[src/common/arc_pkg.sv]
// Package for the abstract register-access command block.
package arc_pkg;

  // ==========================================================================
  // Register map (Wishbone byte addresses)
  localparam logic [7:0] ARC_ADR_CMD = 8'h00;
  localparam logic [7:0] ARC_ADR_STATUS = 8'h04;
  localparam logic [7:0] ARC_ADR_DATA0 = 8'h10;
  localparam logic [7:0] ARC_ADR_DATA1 = 8'h14;
  localparam logic [7:0] ARC_ADR_DATA2 = 8'h18;
  localparam logic [7:0] ARC_ADR_DATA3 = 8'h1c;
  localparam int ARC_NDATA = 4;

  // ==========================================================================
  // Command word fields
  localparam int ARC_TYPE_LSB = 24;
  localparam int ARC_ZERO_BIT = 23;
  localparam int ARC_SIZE_LSB = 20;
  localparam int ARC_INC_BIT = 19;
  localparam int ARC_PEXEC_BIT = 18;
  localparam int ARC_XFER_BIT = 17;
  localparam int ARC_WRITE_BIT = 16;
  localparam logic [7:0] ARC_TYPE_REG = 8'h00;

  localparam logic [2:0] ARC_SIZE_32 = 3'h2;
  localparam logic [2:0] ARC_SIZE_64 = 3'h3;
  localparam logic [2:0] ARC_SIZE_128 = 3'h4;

  // Register number groups.
  localparam logic [15:0] ARC_CSR_LAST = 16'h0fff;
  localparam logic [15:0] ARC_GPR_FIRST = 16'h1000;
  localparam logic [15:0] ARC_GPR_LAST = 16'h101f;
  localparam logic [15:0] ARC_FPR_FIRST = 16'h1020;
  localparam logic [15:0] ARC_FPR_LAST = 16'h103f;

  // Error codes.
  localparam logic [2:0] ARC_ERR_NONE = 3'h0;
  localparam logic [2:0] ARC_ERR_BUSY = 3'h1;
  localparam logic [2:0] ARC_ERR_NOTSUP = 3'h2;
  localparam logic [2:0] ARC_ERR_EXCEPT = 3'h3;

  // Status register layout.
  localparam int ARC_ST_BUSY_BIT = 12;
  localparam int ARC_ST_ERR_LSB = 8;

  typedef enum logic [2:0] {
    ARC_IDLE,
    ARC_XFER,
    ARC_XWAIT,
    ARC_EXEC,
    ARC_EWAIT
  } arc_state_t;

  // Request to the hart's register port.
  typedef struct packed {
    logic req;
    logic we;
    logic [15:0] regno;
    logic [63:0] wdata;
  } arc_hreq_t;

  // Answer from the hart's register port.
  typedef struct packed {
    logic ack;
    logic err;
    logic [63:0] rdata;
  } arc_hrsp_t;

endpackage

[src/design/arc_top.sv]
// Abstract register-access command engine with a Wishbone register file.
//
// Register access over Wishbone and the register addresses are this design's own decisions.
`timescale 1ns/1ps

// Functional notes
// Type zero selects register access decoding.
// Transfer read copies register into first argument.
// Transfer write copies first argument into register.
// No transfer means size, regno ignored.
// Order transfer, increment, execute; failure skips.
// Upcoming failures may abort command early.
// Missing register reports exception code.
// GPR access while halted always works.
// Size 2,3,4 select 32,64,128 bits.
// Size wider than register fails.
// Size sets number of argument words.
// Auto-increment adds one after success.
// Increment also applies without transfer.
// Post-execute runs program buffer once.
// Register number groups CSR, GPR, FPR.
// PC alias via debug PC CSR.
// Only first argument words change, reads only.
// Debugger makes registers accessible itself.
// Whole groups accessible when any is.
// Core debug CSRs reachable when CSRs are.
// Unsupported options give not-supported code.
// Results land before busy clears, LSW low.
// Command while busy records busy error.
// Busy spans acceptance to last step.
// Success leaves error field unchanged.
module arc_top
  import arc_pkg::*;
#(
  parameter logic [15:0] PROGBUF_WORDS = 16'h0002,
  parameter logic HAS_FPR = 1'b0
) (
  input wire logic clk_i,
  input wire logic rst_i,
  input wire logic wb_cyc_i,
  input wire logic wb_stb_i,
  input wire logic wb_we_i,
  input wire logic [7:0] wb_adr_i,
  input wire logic [3:0] wb_sel_i,
  input wire logic [31:0] wb_dat_i,
  output logic [31:0] wb_dat_o,
  output logic wb_ack_o,
  input wire logic hart_halted_i,
  output arc_hreq_t hreq_o,
  input wire arc_hrsp_t hrsp_i,
  output logic exec_req_o,
  input wire logic exec_done_i,
  input wire logic exec_err_i
);

  // ==========================================================================
  // State
  typedef struct packed {
    arc_state_t st;
    logic [31:0] cmd;
    logic [31:0] data0;
    logic [31:0] data1;
    logic [31:0] data2;
    logic [31:0] data3;
    logic [2:0] err;
    logic busy;
    logic ack;
    logic [31:0] rdat;
    arc_hreq_t hreq;
    logic exec;
    logic halted_m;
    logic halted;
  } arc_reg_t;

  arc_reg_t s_q;
  arc_reg_t s_d;

  // Byte-lane merge for Wishbone writes.
  function automatic logic [31:0] merge(input logic [31:0] old, input logic [31:0] nw,
                                        input logic [3:0] sel);
    logic [31:0] r;
    r = old;
    for (int i = 0; i < 4; i++) begin
      if (sel[i]) begin
        r[i*8 +: 8] = nw[i*8 +: 8];
      end
    end
    return r;
  endfunction

  // Register existence: GPRs always, FPRs optionally, CSR group not implemented.
  // group number ranges
  // whole groups accessible
  // no CSR group, none owed
  function automatic logic reg_exists(input logic [15:0] n);
    return (n >= ARC_GPR_FIRST && n <= ARC_GPR_LAST) ||
           (HAS_FPR && n >= ARC_FPR_FIRST && n <= ARC_FPR_LAST);
  endfunction

  logic acc;
  logic [7:0] ctype;
  logic [2:0] csize;
  logic cinc;
  logic cpexec;
  logic cxfer;
  logic cwrite;
  logic [15:0] cregno;
  logic [2:0] fail;
  logic cmd_wr;

  assign acc = wb_cyc_i && wb_stb_i && !s_q.ack;
  assign ctype = s_q.cmd[ARC_TYPE_LSB +: 8];
  assign csize = s_q.cmd[ARC_SIZE_LSB +: 3];
  assign cinc = s_q.cmd[ARC_INC_BIT];
  assign cpexec = s_q.cmd[ARC_PEXEC_BIT];
  assign cxfer = s_q.cmd[ARC_XFER_BIT];
  assign cwrite = s_q.cmd[ARC_WRITE_BIT];
  assign cregno = s_q.cmd[15:0];
  assign cmd_wr = acc && wb_we_i && wb_adr_i == ARC_ADR_CMD;

  // ==========================================================================
  // Early failure check, before any step runs
  always_comb begin
    fail = ARC_ERR_NONE;
    // only type zero is understood
    if (ctype != ARC_TYPE_REG || s_q.cmd[ARC_ZERO_BIT]) begin
      // unsupported type or must-be-zero bit
      fail = ARC_ERR_NOTSUP;
    end else if (cpexec && PROGBUF_WORDS == 16'h0000) begin
      // post-execute needs a program buffer
      fail = ARC_ERR_NOTSUP;
    // size and regno only matter with transfer
    end else if (cxfer) begin
      // sizes 32 and 64 bits supported, 128 too wide
      if (csize != ARC_SIZE_32 && csize != ARC_SIZE_64) begin
        // wider than the 64-bit registers
        fail = (csize == ARC_SIZE_128) ? ARC_ERR_EXCEPT : ARC_ERR_NOTSUP;
      // accesses go only to a halted hart
      // no running access, no alias
      end else if (!s_q.halted) begin
        fail = ARC_ERR_NOTSUP;
      end else if (!reg_exists(cregno)) begin
        // nonexistent register is an exception
        fail = ARC_ERR_EXCEPT;
      end
    end
  end

  // ==========================================================================
  // Next state
  always_comb begin
    s_d = s_q;
    s_d.ack = acc;
    s_d.halted_m = hart_halted_i;
    s_d.halted = s_q.halted_m;
    s_d.hreq.req = 1'b0;
    s_d.exec = 1'b0;

    if (acc && !wb_we_i) begin
      case (wb_adr_i)
        ARC_ADR_CMD: s_d.rdat = s_q.cmd;
        ARC_ADR_STATUS: begin
          s_d.rdat = 32'h0000_0000;
          s_d.rdat[ARC_ST_BUSY_BIT] = s_q.busy;
          s_d.rdat[ARC_ST_ERR_LSB +: 3] = s_q.err;
        end
        ARC_ADR_DATA0: s_d.rdat = s_q.data0;
        ARC_ADR_DATA1: s_d.rdat = s_q.data1;
        ARC_ADR_DATA2: s_d.rdat = s_q.data2;
        ARC_ADR_DATA3: s_d.rdat = s_q.data3;
        default: s_d.rdat = 32'h0000_0000;
      endcase
    end

    if (acc && wb_we_i) begin
      case (wb_adr_i)
        ARC_ADR_CMD: begin
          if (s_q.busy) begin
            // command while busy flags busy, running one goes on
            s_d.err = ARC_ERR_BUSY;
          end else if (s_q.err == ARC_ERR_NONE) begin
            // busy raised on acceptance
            s_d.cmd = merge(s_q.cmd, wb_dat_i, wb_sel_i);
            s_d.busy = 1'b1;
            s_d.st = ARC_XFER;
          end
        end
        ARC_ADR_STATUS: begin
          // Writing ones clears the error field.
          if (wb_sel_i[1]) begin
            s_d.err = s_q.err & ~wb_dat_i[ARC_ST_ERR_LSB +: 3];
          end
        end
        ARC_ADR_DATA0: if (!s_q.busy) s_d.data0 = merge(s_q.data0, wb_dat_i, wb_sel_i);
        ARC_ADR_DATA1: if (!s_q.busy) s_d.data1 = merge(s_q.data1, wb_dat_i, wb_sel_i);
        ARC_ADR_DATA2: if (!s_q.busy) s_d.data2 = merge(s_q.data2, wb_dat_i, wb_sel_i);
        ARC_ADR_DATA3: if (!s_q.busy) s_d.data3 = merge(s_q.data3, wb_dat_i, wb_sel_i);
        default: ;
      endcase
    end

    case (s_q.st)
      ARC_IDLE: ;
      ARC_XFER: begin
        // fixed step order, failure ends the command
        // command-field failures found before the first step, hart and program-buffer errors later
        if (fail != ARC_ERR_NONE) begin
          if (s_d.err == ARC_ERR_NONE) s_d.err = fail;
          s_d.busy = 1'b0;
          s_d.st = ARC_IDLE;
        end else if (cxfer) begin
          // issue the hart register transfer
          s_d.hreq.req = 1'b1;
          s_d.hreq.we = cwrite;
          s_d.hreq.regno = cregno;
          s_d.hreq.wdata = {(csize == ARC_SIZE_64) ? s_q.data1 : 32'h0000_0000, s_q.data0};
          s_d.st = ARC_XWAIT;
        end else begin
          // increment applies without transfer too
          if (cinc) s_d.cmd[15:0] = cregno + 16'h0001;
          s_d.st = cpexec ? ARC_EXEC : ARC_IDLE;
          s_d.busy = cpexec;
        end
      end
      ARC_XWAIT: begin
        if (hrsp_i.ack) begin
          if (hrsp_i.err) begin
            if (s_d.err == ARC_ERR_NONE) s_d.err = ARC_ERR_EXCEPT;
            s_d.busy = 1'b0;
            s_d.st = ARC_IDLE;
          end else begin
            if (!cwrite) begin
              // only first argument words change, and only on reads
              // size picks one or two words
              // least-significant word into data0
              s_d.data0 = hrsp_i.rdata[31:0];
              if (csize == ARC_SIZE_64) s_d.data1 = hrsp_i.rdata[63:32];
            end
            // increment after a successful access
            if (cinc) s_d.cmd[15:0] = cregno + 16'h0001;
            s_d.st = cpexec ? ARC_EXEC : ARC_IDLE;
            s_d.busy = cpexec;
          end
        end
      end
      ARC_EXEC: begin
        // program buffer started exactly once
        s_d.exec = 1'b1;
        s_d.st = ARC_EWAIT;
      end
      ARC_EWAIT: begin
        if (exec_done_i) begin
          // success leaves the error field alone
          if (exec_err_i && s_d.err == ARC_ERR_NONE) s_d.err = ARC_ERR_EXCEPT;
          s_d.busy = 1'b0;
          s_d.st = ARC_IDLE;
        end
      end
      default: s_d.st = ARC_IDLE;
    endcase
  end

  // ==========================================================================
  // Registers
  always_ff @(posedge clk_i) begin
    if (rst_i) begin
      s_q <= '0;
    end else begin
      s_q <= s_d;
    end
  end

  // A pending error blocks new commands, so no command runs after a failure.
  assign wb_ack_o = s_q.ack;
  assign wb_dat_o = s_q.rdat;
  assign hreq_o = s_q.hreq;
  assign exec_req_o = s_q.exec;
endmodule

[config.mk]
export PLATFORM = sky130hd
export DESIGN_NAME = arc_top
export DESIGN_NICKNAME = d
export VERILOG_FILES = /design/src/common/arc_pkg.sv /design/src/design/arc_top.sv
export SDC_FILE = /design/constraint.sdc
export NUM_CORES = 1
export LEC_CHECK = 0
export BUFFER_PORTS_ARGS = -buffer_cell sky130_fd_sc_hd__buf_2
export CAP_MARGIN = 20
export CELL_PAD_IN_SITES_DETAIL_PLACEMENT = 0
export CELL_PAD_IN_SITES_GLOBAL_PLACEMENT = 1
export CORE_MARGIN = 2
export CORE_UTILIZATION = 39
export CTS_BUF_LIST = sky130_fd_sc_hd__clkbuf_4
export CTS_CLUSTER_DIAMETER = 40
export DETAILED_ROUTE_END_ITERATION = 8
export PLACE_DENSITY = 0.87
export SETUP_SLACK_MARGIN = 0.4
export SYNTH_ARGS = -nofsm -noshare
export SYNTH_HDL_FRONTEND = slang
export SYNTH_SLANG_ARGS = --single-unit
[constraint.sdc]
create_clock -name clk_i -period 2.2 [get_ports clk_i]
set_input_delay 0.11 -clock clk_i [delete_from_list [all_inputs] [get_ports clk_i]]
set_output_delay 0.11 -clock clk_i [all_outputs]
set_load 0.005 [all_outputs]
==> results.py <==
metrics = {
    "critical_path": {
        "reg2reg_from": "cregno[15]",
        "rrSetupSlack_ns": -0.27,
        "r2r_cells": 7,
        "setup.worst_path.end_class": "flip-flop",
        "path_class": "reg -> reg",
        "crit_fanout": 8,
        "timing.rr.end": "hreq_o[44]",
        "cp_data_required_time_ns": 2.83,
        "arrival_ns": 3.10,
        "start_kind": "flip-flop",
    },
    "layout": {
        "syn_to_final_growth_pct": 42.28,
        "nets": 2066,
        "n_fill_cell": 2987,
        "drive_gt1_frac": 0.3939,
        "fin_util": 0.5635,
        "layout.cells.non_filler": 2450,
    },
    "status": {
        "status": "finished, violations left",
        "violations": "negative setup slack",
    },
    "placed_design": {
        "dp_worst_setup_slack_ns": -0.1471,
        "io_buffers": 233,
        "place_congestion": 0.9229,
        "place.detailed.hpwl_mm": 33.30,
        "placed_cells": 2151,
    },
    "floorplan": {
        "die_w_um": 188.8,
        "dieArea_sq_um": 35630,
        "initial_core_util": 0.3961,
        "coreArea_sq_um": 33620,
        "ioPinCount": 234,
        "die_y_um": 188.8,
        "placementRows": 67,
    },
    "cts": {
        "cts_sinks": 285,
        "htree_levels": 3,
        "cts_buffers": 77,
        "cts_max_path_buffers": 3,
        "clk_pin_slew_worst_paths_ns": 0.06,
        "cts_tree": "done",
        "clkLatencyLatePin_ns": 0.74,
        "root_buffer": "clkbuf_4",
    },
    "synth": {
        "synthTopCellsByArea": "dfxtp_1 43%, nand2_1 7.3%, buf_4 6.5%, a21oi_1 5.3%, a311oi_1 4.3%",
        "synth-seq-cells": 285,
        "synth_seq_area_share": 0.4285,
        "yosys.area.top_type": "dfxtp_1",
        "synth-main-ff-cell": "dfxtp_1",
        "yosysWarnings": 0,
        "synth-async-reset-ratio": 0,
        "synth_cells": 1610,
        "synth_top_cell_area_share": 0.4285,
        "yosys.cell_types.count": 68,
        "synth-edff-count": 0,
        "avgSynthCellArea_sq_um": 8.270,
        "synth_nets": 1730,
        "netlist_area_sq_um": 13310,
    },
    "power": {
        "cellPowerDensity_nw_per_um2": 552.7,
        "power_leakage_nw": 7.248,
        "ir_drop_uv": 315.8,
    },
    "timing": {
        "fin_worst_skew_ns": 0.05576,
        "slew_headroom": 0.6158,
        "hold_viol": 0,
        "finalCriticalPeriod_ns": 2.472,
        "post-route-period-util": 1.124,
        "final-setup-viol-count": 85,
        "final_max_slew_viol_count": 0,
        "setup_ws_ns": -0.2720,
        "tightest_slew_ns": 0.5757,
        "fmax_ghz": 0.4045,
        "rsz0062_at_grt": "yes",
        "whs_ns": 0.1418,
    },
    "global_route": {
        "grt_max_degree": 68,
        "grt_pass1_vias": 12920,
        "grt_usage": 0.2589,
        "grt-ovfl-total": 0,
        "grt_pass1_wl_mm": 72.01,
        "antenna_found_initial": 4,
    },
    "detailed_routing": {
        "viasPerCell": 5.639,
        "drc": 0,
        "vias": 13820,
        "finalWirelength_mm": 51.22,
        "drt_iter0_markers": 1250,
        "ant_nets": 0,
        "drtPass1Iterations": 6,
        "post_drt_wl_per_cell_um": 20.90,
    },
    "worst_hold_path": {
        "min_to": "wb_dat_o[22]",
        "worstHoldStart": "wb_stb_i",
        "hold_path_class": "in -> reg",
        "hold_depth": 7,
    },
    "flow_run": {
        "drv_cap": 0,
    },
}
how the worst max path moves through the flow:
stage | from | cells after the start | slack, ns | endpoint
after global routing | cregno[15] | 7 | -0.30 | hreq_o[44]
after floorplan | cregno[15] | 6 | -0.08 | hreq_o[33]
after global placement | cregno[15] | 6 | -0.1 | hreq_o[35]
after CTS | cregno[15] | 10 | -0.14 | hreq_o[68]
final | cregno[15] | 7 | -0.27 | hreq_o[44]
after detailed placement | cregno[15] | 6 | -0.15 | hreq_o[44]
cell families after synthesis:
family / Yosys count / synth area share
AO/OA/AOI/OAI: 437 / 0.2183
AND/OR/NAND/NOR: 592 / 0.2015
multiplexers: 39 / 0.04295
adder cells (fa/ha/maj): 2 / 0.001879
flip-flops: 285 / 0.4285
buffers and inverters: 254 / 0.1062
XOR/XNOR: 1 / 0.0006580
layer usage:
| layer | vias up | share of wire | GRT usage |
|---|---|---|---|
| li1 | 6401 | - | - |
| met4 | 0 | 0.044 | 0.1181 |
| met1 | 6568 | 0.39 | 0.3092 |
| met5 | - | 0 | 0 |
| met2 | 713 | 0.49 | 0.4586 |
| met3 | 134 | 0.075 | 0.03744 |
power breakdown:
group / internal [mW] / total (mW) / switching, mW
registers: 5.16 / 5.16 / 0.00223
logic: 0.293 / 0.677 / 0.384
clock network: 2.36 / 4.63 / 2.27
worst max-delay path, stage by stage, from the launching register on:
cell	delay, ns
dfxtp_2	0.32
or4_4	0.54
o41a_1	0.50
or3_4	0.41
nor3_4	0.20
buf_4	0.17
buf_12	0.12
a22o_1	0.13
state kept, by name, summed over array words and instances, names as in the netlist:
register and cells:
cinc 1, ctype 8, cxfer 1, s_q 137, hreq_o 82, cregno 16
csize 3, cwrite 1, exec_req_o 1, wb_ack_o 1, s_d 1, cpexec 1
wb_dat_o 32
Yosys cell counts (all sizes together) (6+ instances only):
| library cell | count |
|---|---|
| dfxtp | 285 |
| nand2 | 258 |
| a21oi | 142 |
| buf | 130 |
| nor2 | 117 |
| nand3 | 113 |
| clkbuf | 111 |
| o21ai | 82 |
| a311oi | 65 |
| a22o | 45 |
| a22oi | 33 |
| and3 | 24 |
| and2 | 23 |
| mux2 | 15 |
| o2bb2ai | 15 |
| a31oi | 14 |
| inv | 13 |
| mux4 | 13 |
| mux2i | 11 |
| nand4 | 10 |
| a211oi | 9 |
| nor3 | 9 |
| nor4 | 8 |
| nor2b | 7 |
| a221oi | 6 |
stage by stage:
step / setup TNS (ns) / total power, mW / cell area, sq um
6_report: -10.80 / 10.47 / 18940
5_1_grt: -13.58 / 10.82 / 18940
3_3_place_gp: -3.131 / 5.735 / 14670
4_1_cts: -6.163 / 10.48 / 17430
3_5_place_dp: -4.114 / 5.739 / 14670
2_1_floorplan: -2.328 / 5.463 / 13430
area by class of cell:
| class | count | area (sq um) | area share |
|---|---|---|---|
| multi-input cells | 1071 | 7521 | 0.3970 |
| flip-flops and latches | 285 | 5718 | 0.3018 |
| repair buffers | 498 | 4140 | 0.2186 |
| clock buffers | 113 | 848.3 | 0.04478 |
| well taps | 448 | 560.5 | 0.02959 |
| clock inverters | 18 | 96.34 | 0.005086 |
| inverters | 13 | 48.80 | 0.002576 |
| diodes | 4 | 10.01 | 0.0005284 |
cells in the final DEF (no fill, tap or decap), types with 19 or more instances in the layout:
| cell | n |
|---|---|
| a21oi_1 | 104 |
| a21oi_2 | 37 |
| a22o_1 | 45 |
| a22oi_1 | 33 |
| a311oi_1 | 36 |
| a311oi_2 | 29 |
| and2_1 | 21 |
| buf_12 | 23 |
| buf_2 | 232 |
| buf_4 | 90 |
| buf_6 | 21 |
| clkbuf_4 | 113 |
| dfxtp_1 | 277 |
| dlygate4sd3_1 | 113 |
| nand2_1 | 198 |
| nand2_2 | 26 |
| nand2_4 | 34 |
| nand3_1 | 94 |
| nor2_1 | 81 |
| nor2_4 | 19 |
| o21ai_0 | 57 |
timing repair:
item,in CTS,in global routing
hold buffers,113,0
hold endpoints to repair,194,0
buffers inserted,11,19
gates cloned,8,13
gates resized for setup,82,271
endpoints found under the setup margin,205,200
pin swaps,12,78
Note: power is estimated with default switching activity, not from simulation.
